`config.mk`:
```
export PLATFORM = sky130hd
export DESIGN_NAME = ccfg_top
export DESIGN_NICKNAME = d
export VERILOG_FILES = /design/src/hdl/ccfg_pkg.sv /design/src/hdl/ccfg_top.sv /design/src/hdl/ccfg_watchdog.sv
export VERILOG_INCLUDE_DIRS = /design/src /design/src/hdl
export SDC_FILE = /design/constraint.sdc
export NUM_CORES = 1
export LEC_CHECK = 0
export BUFFER_PORTS_ARGS = -buffer_cell sky130_fd_sc_hd__buf_2
export CORE_ASPECT_RATIO = 2
export CORE_MARGIN = 8
export CORE_UTILIZATION = 45
export DETAILED_ROUTE_END_ITERATION = 16
export PLACE_DENSITY = 0.6
export SETUP_SLACK_MARGIN = 0.02
export SLEW_MARGIN = 20
export SYNTH_ARGS = -nofsm -noshare
export SYNTH_HDL_FRONTEND = slang
export SYNTH_SLANG_ARGS = --single-unit
```
`constraint.sdc`:
```
create_clock -name core_clk -period 4.3 [get_ports core_clk]
set_clock_uncertainty 0.15 [all_clocks]
set_input_delay 0.43 -clock core_clk [delete_from_list [all_inputs] [get_ports core_clk]]
set_output_delay 0.43 -clock core_clk [all_outputs]
set_load 0.005 [all_outputs]
```
`src/hdl/ccfg_defs.svh`:
```
// Register map, field positions and timing counts of the control channel
`ifndef CCFG_DEFS_SVH
`define CCFG_DEFS_SVH

// Register offsets
`define CCFG_ADDR_GEN_CFG 8'h03
`define CCFG_ADDR_MODE 8'h04
`define CCFG_ADDR_I2C_CTRL 8'h05
`define CCFG_ADDR_DES 8'h06
`define CCFG_ADDR_SLV 8'h07
`define CCFG_ADDR_ALIAS 8'h08
`define CCFG_ADDR_FAIL_LO 8'h0a
`define CCFG_ADDR_FAIL_HI 8'h0b

// Field positions
`define CCFG_PASS_BIT 3
`define CCFG_CNT_CLR_BIT 5
`define CCFG_SDA_DLY_HI 4
`define CCFG_SDA_DLY_LO 3
`define CCFG_LWD_BIT 2
`define CCFG_WD_FAST_BIT 1
`define CCFG_WD_OFF_BIT 0
`define CCFG_FREEZE_BIT 0
`define CCFG_ID_HI 7
`define CCFG_ID_LO 1

// Clock
`define CCFG_CLK_HZ 50000000
`define CCFG_CLK_NS 20

// SDA output delay: base and per-code step
`define CCFG_SDA_BASE_NS 240
`define CCFG_SDA_STEP_NS 40
`define CCFG_SDA_BASE_CYC (`CCFG_SDA_BASE_NS / `CCFG_CLK_NS)
`define CCFG_SDA_STEP_CYC (`CCFG_SDA_STEP_NS / `CCFG_CLK_NS)

// Bus watchdog intervals
`define CCFG_WD_SLOW_S 1
`define CCFG_WD_FAST_US 50
`define CCFG_WD_SLOW_CYC (`CCFG_CLK_HZ * `CCFG_WD_SLOW_S)
`define CCFG_WD_FAST_CYC ((`CCFG_CLK_HZ / 1000000) * `CCFG_WD_FAST_US)

// Recovery clock: half period and pulse count
`define CCFG_RECOV_HALF_NS 5000
`define CCFG_RECOV_HALF_CYC (`CCFG_RECOV_HALF_NS / `CCFG_CLK_NS)
`define CCFG_RECOV_PULSES 9

`endif

```
`src/hdl/ccfg_pkg.sv`:
```
// Types shared by the control channel configuration logic
package ccfg_pkg;

  typedef enum logic [1:0] {
    WD_IDLE = 2'b00,
    WD_WATCH = 2'b01,
    WD_RECOVER = 2'b10
  } ccfg_wd_state_type;

  typedef struct packed {
    ccfg_wd_state_type state;
    logic [25:0] cnt;
    logic [3:0] pulses;
    logic scl_pull;
    logic bus_free;
    logic recovered;
    logic scl_prev;
    logic sda_prev;
  } ccfg_wd_type;

  typedef struct packed {
    logic [1:0] sda_dly;
    logic lwd;
    logic wd_fast;
    logic wd_off;
    logic [1:0][6:0] des_addr;
    logic [1:0] freeze;
    logic [1:0][6:0] slv_addr;
    logic [1:0][6:0] slv_alias;
    logic [1:0][15:0] fail_cnt;
    logic cnt_clr;
    logic [1:0] pass_en;
    logic [7:0] rdata;
    logic wr_refused;
    logic fwd_valid;
    logic fwd_des;
    logic fwd_port;
    logic [6:0] fwd_addr;
    logic fwd_miss;
    logic scl_prev;
    logic [4:0] sda_cnt;
    logic sda_pull;
    logic scl_pull;
    logic od_level;
  } ccfg_state_type;

endpackage

```
`src/hdl/ccfg_top.sv`:
```
// Control channel I2C configuration, watchdog, remap and error counters
`timescale 1ns/1ns
`default_nettype none
`include "ccfg_defs.svh"

module ccfg_top
  import ccfg_pkg::*;
#(
  parameter logic [25:0] WD_SLOW_CYC = 26'(`CCFG_WD_SLOW_CYC)
) (
  // Clock and reset
  input wire logic core_clk,
  input wire logic srst,
  // Register access from the serial control bus
  input wire logic reg_wr,
  input wire logic reg_rd,
  input wire logic reg_from_remote,
  input wire logic [7:0] reg_addr,
  input wire logic [7:0] reg_wdata,
  output logic [7:0] reg_rdata,
  output logic reg_wr_refused,
  // Per-port selection
  input wire logic second_port_select,
  // Link status and channel events, one entry per port
  input wire logic [1:0] rx_lock,
  input wire logic [1:0] remote_id_valid,
  input wire logic [1:0][6:0] remote_id,
  input wire logic [1:0] check_fail,
  // Transaction address lookup
  input wire logic txn_start,
  input wire logic txn_port,
  input wire logic [6:0] txn_addr,
  input wire logic txn_bad_end,
  output logic fwd_valid,
  output logic fwd_des,
  output logic fwd_port,
  output logic [6:0] fwd_addr,
  output logic fwd_miss,
  // SDA drive request from the slave engine
  input wire logic sda_req,
  // Open-drain bus pins
  input wire logic scl_in,
  output logic scl_out,
  output logic scl_oe_n,
  input wire logic sda_in,
  output logic sda_out,
  output logic sda_oe_n,
  // Watchdog results
  output logic bus_free,
  output logic bus_recovered
);

  ccfg_state_type st_ff;
  ccfg_state_type nxt_st;
  logic wd_pull;
  logic wd_free;
  logic wd_recov;
  logic psel;
  logic wr_ok;

  // Nonzero reference address that equals the requested one
  function automatic logic addr_hit(input logic [6:0] a,
                                    input logic [6:0] ref_addr);
    addr_hit = (ref_addr != 7'h00) && (a == ref_addr);
  endfunction

  // Delay cycles for an SDA delay code
  function automatic logic [4:0] sda_delay(input logic [1:0] code);
    sda_delay = 5'(`CCFG_SDA_BASE_CYC) +
                5'(code) * 5'(`CCFG_SDA_STEP_CYC);
  endfunction

  // Register read value for one address and port
  function automatic logic [7:0] rd_mux(input ccfg_state_type s,
                                       input logic [7:0] a,
                                       input logic p);
    rd_mux = 8'h00;
    case (a)
      `CCFG_ADDR_GEN_CFG: begin
        rd_mux[`CCFG_PASS_BIT] = s.pass_en[p];
      end
      `CCFG_ADDR_MODE: begin
        rd_mux[`CCFG_CNT_CLR_BIT] = s.cnt_clr;
      end
      `CCFG_ADDR_I2C_CTRL: begin
        rd_mux[`CCFG_SDA_DLY_HI:`CCFG_SDA_DLY_LO] = s.sda_dly;
        rd_mux[`CCFG_LWD_BIT] = s.lwd;
        rd_mux[`CCFG_WD_FAST_BIT] = s.wd_fast;
        rd_mux[`CCFG_WD_OFF_BIT] = s.wd_off;
      end
      `CCFG_ADDR_DES: begin
        rd_mux[`CCFG_ID_HI:`CCFG_ID_LO] = s.des_addr[p];
        rd_mux[`CCFG_FREEZE_BIT] = s.freeze[p];
      end
      `CCFG_ADDR_SLV: begin
        rd_mux[`CCFG_ID_HI:`CCFG_ID_LO] = s.slv_addr[p];
      end
      `CCFG_ADDR_ALIAS: begin
        rd_mux[`CCFG_ID_HI:`CCFG_ID_LO] = s.slv_alias[p];
      end
      `CCFG_ADDR_FAIL_LO: begin
        rd_mux = s.fail_cnt[p][7:0];
      end
      `CCFG_ADDR_FAIL_HI: begin
        rd_mux = s.fail_cnt[p][15:8];
      end
      // Reserved and unmapped offsets read as zero
      default: begin
        rd_mux = 8'h00;
      end
    endcase
  endfunction

  // Next error count: clear wins over an event, and the count saturates
  // so a long error storm never wraps round to a small value
  function automatic logic [15:0] count_next(input logic [15:0] c,
                                             input logic clr,
                                             input logic ev);
    if (clr) begin
      count_next = 16'h0000;
    end else if (ev && c != 16'hffff) begin
      count_next = c + 16'h0001;
    end else begin
      count_next = c;
    end
  endfunction

  // Alias remap needs pass-through on that port and both addresses set;
  // a zero in either register turns the remap off
  function automatic logic alias_hit(input ccfg_state_type s,
                                     input logic p,
                                     input logic [6:0] a);
    alias_hit = s.pass_en[p] && addr_hit(a, s.slv_alias[p]) &&
                (s.slv_addr[p] != 7'h00);
  endfunction

  // The watchdog keeps its own pin history and only wakes on a bad end
  ccfg_watchdog #(
    .SLOW_CYC(WD_SLOW_CYC)
  ) u_watchdog (
    .core_clk(core_clk),
    .srst(srst),
    .wd_off(st_ff.wd_off),
    .wd_fast(st_ff.wd_fast),
    .bad_end(txn_bad_end),
    .scl_in(scl_in),
    .sda_in(sda_in),
    .scl_pull(wd_pull),
    .bus_free(wd_free),
    .recovered(wd_recov)
  );

  always_comb begin
    nxt_st = st_ff;
    psel = second_port_select;
    nxt_st.wr_refused = 1'b0;
    nxt_st.fwd_valid = 1'b0;
    nxt_st.fwd_miss = 1'b0;
    nxt_st.od_level = 1'b0;

    // Channel events first so that a register write in the same cycle wins
    // Each port keeps its own fields; the port select only steers the bus
    for (int p = 0; p < 2; p++) begin
      if (rx_lock[p] && remote_id_valid[p] && !st_ff.freeze[p]) begin
        nxt_st.des_addr[p] = remote_id[p];
      end
      nxt_st.fail_cnt[p] = count_next(st_ff.fail_cnt[p], st_ff.cnt_clr,
                                      check_fail[p]);
    end

    // Writes arriving over the control channel may be locked out
    wr_ok = reg_wr && !(reg_from_remote && st_ff.lwd);
    if (reg_wr && !wr_ok) begin
      nxt_st.wr_refused = 1'b1;
    end
    if (wr_ok) begin
      case (reg_addr)
        `CCFG_ADDR_GEN_CFG: begin
          nxt_st.pass_en[psel] = reg_wdata[`CCFG_PASS_BIT];
        end
        `CCFG_ADDR_MODE: begin
          nxt_st.cnt_clr = reg_wdata[`CCFG_CNT_CLR_BIT];
        end
        `CCFG_ADDR_I2C_CTRL: begin
          nxt_st.sda_dly =
            reg_wdata[`CCFG_SDA_DLY_HI:`CCFG_SDA_DLY_LO];
          nxt_st.lwd = reg_wdata[`CCFG_LWD_BIT];
          nxt_st.wd_fast = reg_wdata[`CCFG_WD_FAST_BIT];
          nxt_st.wd_off = reg_wdata[`CCFG_WD_OFF_BIT];
        end
        `CCFG_ADDR_DES: begin
          nxt_st.des_addr[psel] =
            reg_wdata[`CCFG_ID_HI:`CCFG_ID_LO];
          nxt_st.freeze[psel] = reg_wdata[`CCFG_FREEZE_BIT];
        end
        `CCFG_ADDR_SLV: begin
          nxt_st.slv_addr[psel] = reg_wdata[`CCFG_ID_HI:`CCFG_ID_LO];
        end
        `CCFG_ADDR_ALIAS: begin
          nxt_st.slv_alias[psel] = reg_wdata[`CCFG_ID_HI:`CCFG_ID_LO];
        end
        `CCFG_ADDR_FAIL_LO, `CCFG_ADDR_FAIL_HI: begin
          // The counters are read-only; a write to them is dropped
          nxt_st.wr_refused = 1'b0;
        end
        default: begin
          nxt_st.wr_refused = 1'b0;
        end
      endcase
    end

    // Read data registered one cycle after the read strobe
    if (reg_rd) begin
      nxt_st.rdata = rd_mux(st_ff, reg_addr, psel);
    end

    // Address lookup; the local write lock plays no part here
    if (txn_start) begin
      // Alias remap is tried before the deserializer address
      if (alias_hit(st_ff, txn_port, txn_addr)) begin
        nxt_st.fwd_valid = 1'b1;
        nxt_st.fwd_des = 1'b0;
        nxt_st.fwd_addr = st_ff.slv_addr[txn_port];
        nxt_st.fwd_port = txn_port;
      end else if (addr_hit(txn_addr, st_ff.des_addr[txn_port])) begin
        nxt_st.fwd_valid = 1'b1;
        nxt_st.fwd_des = 1'b1;
        nxt_st.fwd_addr = st_ff.des_addr[txn_port];
        nxt_st.fwd_port = txn_port;
      end else begin
        nxt_st.fwd_miss = 1'b1;
      end
    end

    // SDA output delay counted from each falling SCL edge; a fresh fall
    // restarts the count, so a second fall before the count ends delays the change
    nxt_st.scl_prev = scl_in;
    if (st_ff.scl_prev && !scl_in) begin
      nxt_st.sda_cnt = sda_delay(st_ff.sda_dly);
    end else if (st_ff.sda_cnt != 5'h00) begin
      nxt_st.sda_cnt = st_ff.sda_cnt - 5'h01;
      if (st_ff.sda_cnt == 5'h01) begin
        nxt_st.sda_pull = ~sda_req;
      end
    end

    // Registered again so the pin enable comes from this module's flop
    nxt_st.scl_pull = wd_pull;
  end

  always_ff @(posedge core_clk) begin
    if (srst) begin
      st_ff <= '0;
    end else begin
      st_ff <= nxt_st;
    end
  end

  // Register port
  assign reg_rdata = st_ff.rdata;
  assign reg_wr_refused = st_ff.wr_refused;

  // Lookup results
  assign fwd_valid = st_ff.fwd_valid;
  assign fwd_des = st_ff.fwd_des;
  assign fwd_port = st_ff.fwd_port;
  assign fwd_addr = st_ff.fwd_addr;
  assign fwd_miss = st_ff.fwd_miss;
  // Open drain: the level is always low, the enable says when to pull
  assign scl_out = st_ff.od_level;
  assign scl_oe_n = ~st_ff.scl_pull;
  assign sda_out = st_ff.od_level;
  assign sda_oe_n = ~st_ff.sda_pull;

  // Watchdog results
  assign bus_free = wd_free;
  assign bus_recovered = wd_recov;

endmodule // ccfg_top
`default_nettype wire

```
`src/hdl/ccfg_watchdog.sv`:
```
// I2C bus watchdog: detects a free or hung bus and clocks it free
`timescale 1ns/1ns
`default_nettype none
`include "ccfg_defs.svh"

module ccfg_watchdog
  import ccfg_pkg::*;
#(
  parameter logic [25:0] SLOW_CYC = 26'(`CCFG_WD_SLOW_CYC)
) (
  // Clock and reset
  input wire logic core_clk,
  input wire logic srst,
  // Control
  input wire logic wd_off,
  input wire logic wd_fast,
  input wire logic bad_end,
  // Bus lines as seen on the pins
  input wire logic scl_in,
  input wire logic sda_in,
  // Results
  output logic scl_pull,
  output logic bus_free,
  output logic recovered
);

  ccfg_wd_type st_ff;
  ccfg_wd_type nxt_st;
  logic [25:0] limit;
  logic quiet;

  always_comb begin
    nxt_st = st_ff;
    nxt_st.bus_free = 1'b0;
    nxt_st.recovered = 1'b0;
    nxt_st.scl_prev = scl_in;
    nxt_st.sda_prev = sda_in;
    limit = wd_fast ? 26'(`CCFG_WD_FAST_CYC) : SLOW_CYC;
    // Any change on SCL or SDA counts as bus activity, own SCL pulses included
    quiet = (scl_in == st_ff.scl_prev) && (sda_in == st_ff.sda_prev);
    case (st_ff.state)
      WD_IDLE: begin
        nxt_st.scl_pull = 1'b0;
        nxt_st.cnt = '0;
        if (bad_end) begin
          nxt_st.state = WD_WATCH;
        end
      end
      WD_WATCH: begin
        if (!quiet) begin
          nxt_st.cnt = '0;
        end else if (st_ff.cnt + 26'h1 >= limit) begin
          nxt_st.cnt = '0;
          if (sda_in) begin
            nxt_st.bus_free = 1'b1;
            nxt_st.state = WD_IDLE;
          end else begin
            nxt_st.state = WD_RECOVER;
            nxt_st.pulses = '0;
            nxt_st.scl_pull = 1'b1;
          end
        end else begin
          nxt_st.cnt = st_ff.cnt + 26'h1;
        end
      end
      WD_RECOVER: begin
        if (st_ff.cnt + 26'h1 >= 26'(`CCFG_RECOV_HALF_CYC)) begin
          nxt_st.cnt = '0;
          nxt_st.scl_pull = ~st_ff.scl_pull;
          if (st_ff.scl_pull) begin
            nxt_st.pulses = st_ff.pulses + 4'h1;
            if (st_ff.pulses + 4'h1 == 4'(`CCFG_RECOV_PULSES)) begin
              nxt_st.state = WD_IDLE;
              nxt_st.recovered = 1'b1;
            end
          end
        end else begin
          nxt_st.cnt = st_ff.cnt + 26'h1;
        end
      end
      default: begin
        nxt_st.state = WD_IDLE;
        nxt_st.scl_pull = 1'b0;
      end
    endcase
    if (wd_off) begin
      nxt_st.state = WD_IDLE;
      nxt_st.scl_pull = 1'b0;
      nxt_st.cnt = '0;
    end
  end

  always_ff @(posedge core_clk) begin
    if (srst) begin
      st_ff <= '0;
    end else begin
      st_ff <= nxt_st;
    end
  end

  assign scl_pull = st_ff.scl_pull;
  assign bus_free = st_ff.bus_free;
  assign recovered = st_ff.recovered;

endmodule // ccfg_watchdog
`default_nettype wire

```
==> qor.yml <==
antenna_found_initial: 1
finalNetCount: 1202
async_flop_share_pct: 0
total_power_mw: 3.42
rr_worst_depth: 15
fin_crit_ns: 4.01
setup_tns_ns: 0
grt_max_degree: 64
overflow: 0
cts_root_buf: "clkbuf_16"
grt_pass1_vias: 8012
seq_area_frac_synth_pct: 33.7
drive_gt1_share_pct: 16.9
power.internal_mw: 2.52
maxSlewViolCount: 0
end_kind: "flop"
cp_max_fo: 25
row_count: 72
port_buffers: 78
firstDrtPassIters: 4
die_width_um: 115
place_congestion: 0.915
crit_type: "reg -> reg"
worst_ir_drop_vdd_v: 0.000236
drt_iter0_markers: 409
seqPwrFrac_pct: 42.1
syn2layout_area_growth_pct: 14.5
ys.flop_type: "dfxtp_1"
outcome: "finished, final reports clean"
hold_slack_ns: 0.0492
rsz0062_at_grt: "false"
hp-class: "in -> reg"
drv_cap: 0
slew_headroom_pct: 37.7
fmaxAchievable_mhz: 249
io_pins: 81
powerDensity_nw_per_um2: 340
finalHoldViolCount: 0
vias: 8012
syn_area_sq_um: 8800
clockPowerShare_pct: 46.8
finalSetupViolations: 0
wl_per_cell_um: 19.5
die-area_sq_um: 24600
wirelength_um: 27200
fillers: 1953
drc_errors: 0
coreArea_sq_um: 19300
cts_tree: "built"
crit_required_ns: 4.50
viasPerCell: 5.76
p_sw_uw: 909
fin_crit_sh_pct: 93.3
ys_types: 81
min_path_cells: 2
die_h_um: 214
initial_utilization_pct: 45.7
htreeDepth: 4
drtAntennaViolNets: 0
clk_pin_slew_ns: 0.07
insertion_delay_ns: 0.43
clk_path_buf_depth: 2
grt_use_total_pct: 22.9
place_hpwl_um: 21200
worst_pin_slew_ns: 0.934
cp-start-kind: "flop"
swShare_pct: 26.5
netlist_instances: 1063
grt_pass1_wl_um: 43200
syn_avg_cell_area_sq_um: 8.28
synth_warnings: 0
power_leakage_nw: 3.98
ys_ff_latch: 148
cts_buffers: 17
pwr-share-comb_pct: 11.1
crit_arrival_ns: 4.21
clock-sinks: 148
ctsHoldBuffers: 0
synth-edff-count: 0
synth_stat cells (12+ instances only):
library cell	number	share of area [%]
nand2_1	94	4.0
xor2_1	33	3.3
nor2_1	112	4.8
or3_1	18	1.3
nor3_1	25	1.4
a22oi_1	12	1.0
nand3_1	54	3.1
xnor2_1	30	3.0
buf_4	21	1.8
a21oi_1	54	3.1
inv_1	34	1.4
and3_1	14	0.99
ha_1	28	4.0
o21ai_0	36	2.0
mux2i_1	66	7.5
mux2_2	13	1.7
clkbuf_1	44	1.9
dfxtp_1	148	34
a211oi_1	34	2.9
nand4_1	17	1.2
a31oi_1	20	1.4
per-stage QoR:
stage          utilization (%)  cells  instance area, sq um  setup slack [ns]
2_1_floorplan                -   1064                  8810             0.506
3_3_place_gp              48.9   1359                  9420             0.146
3_5_place_dp              48.9   1359                  9420            0.0857
4_1_cts                   52.1   1391                 10100            0.0631
5_1_grt                   52.3   1392                 10100            0.0362
6_report                  52.3   1392                 10100             0.288
path summary, 6_finish.rpt:
kind | endpoint | slack [ns] | start
worst min-delay path | st_ff[2] | 0.05 | sda_req
worst max register to register | u_watchdog.st_ff[11] | 0.29 | u_watchdog.st_ff[10]
worst min register to register | reg_rdata[0] | 0.32 | reg_rdata[0]
worst max-delay path | u_watchdog.st_ff[11] | 0.29 | u_watchdog.st_ff[10]
logic make-up after synthesis:
| kind of cell | share of synthesized area, % |
|---|---|
| flops | 33.7 |
| other cells | 0.0426 |
| compound gates | 17.1 |
| buf+inv | 6.20 |
| xor+xnor | 6.27 |
| fa+ha+maj | 3.98 |
| simple gates | 23.2 |
| mux | 9.55 |
registers in the layout, summed over array words and instances, names as in the netlist:
| signal | count |
|---|---|
| fwd_port | 1 |
| fwd_des | 1 |
| u_watchdog.scl_pull | 1 |
| fwd_addr | 7 |
| u_watchdog.st_ff | 33 |
| reg_wr_refused | 1 |
| st_ff | 92 |
| reg_rdata | 8 |
| fwd_miss | 1 |
| fwd_valid | 1 |
| u_watchdog.bus_free | 1 |
| u_watchdog.recovered | 1 |
cell usage in the layout, fill, tap and decap left out, types with 17 or more instances in the layout:
cell type / count
nand4_1: 17
dfxtp_1: 146
clkbuf_16: 17
inv_1: 34
a211oi_1: 34
xor2_1: 32
a31oi_1: 20
o21ai_0: 36
buf_4: 38
nor2_1: 111
nand3_1: 54
nor3_1: 25
mux2i_1: 66
buf_2: 78
nand2_1: 94
ha_1: 27
xnor2_1: 30
a21oi_1: 54
or3_1: 18
worst max-delay path, stage by stage (launching register included):
cell	delay [ns]
dfxtp_2	0.40
ha_2	0.28
nand3_1	0.24
buf_4	0.24
nor3_1	0.28
xnor2_1	0.21
ha_1	0.27
o21ai_0	0.11
o311ai_2	0.16
buf_4	0.17
a311oi_2	0.28
o2111ai_1	0.22
a211oi_4	0.31
buf_12	0.20
or2b_1	0.24
a31oi_1	0.15
what timing repair did:
action / in CTS / in global routing
setup buffers: 0 / 0
resized for setup: 0 / 7
endpoints found under the setup margin: 0 / 22
layer usage:
layer  share of wire (%)  vias up  wire, um  GRT usage, %
met5                   0        -         0             0
met4                 6.6        0      1800          17.2
met3                 3.6       80       989          3.36
met2                  57      209     15500          45.4
met1                  33     3805      8850          19.7
li1                    -     3918         -             -
final cells by class:
cell class	instances	area [sq um]	area share (%)
multi-input cells	801	5340	52.9
flip-flops and latches	148	2970	29.4
repair buffers	117	696	6.90
clock buffers	18	439	4.36
well taps	259	324	3.21
clock inverters	14	190	1.89
inverters	34	128	1.27
diodes	1	2.50	0.0248
power by group through the flow:
stage               clock network (mW)  registers [mW]  logic, mW
global route                      1.69            1.45      0.427
finish                            1.60            1.44      0.380
detailed placement                   0            1.47      0.380
CTS                               1.63            1.44      0.382
floorplan                            0            1.46      0.265
global placement                     0            1.47      0.375
No activity file was read; power rests on OpenSTA's default activity.
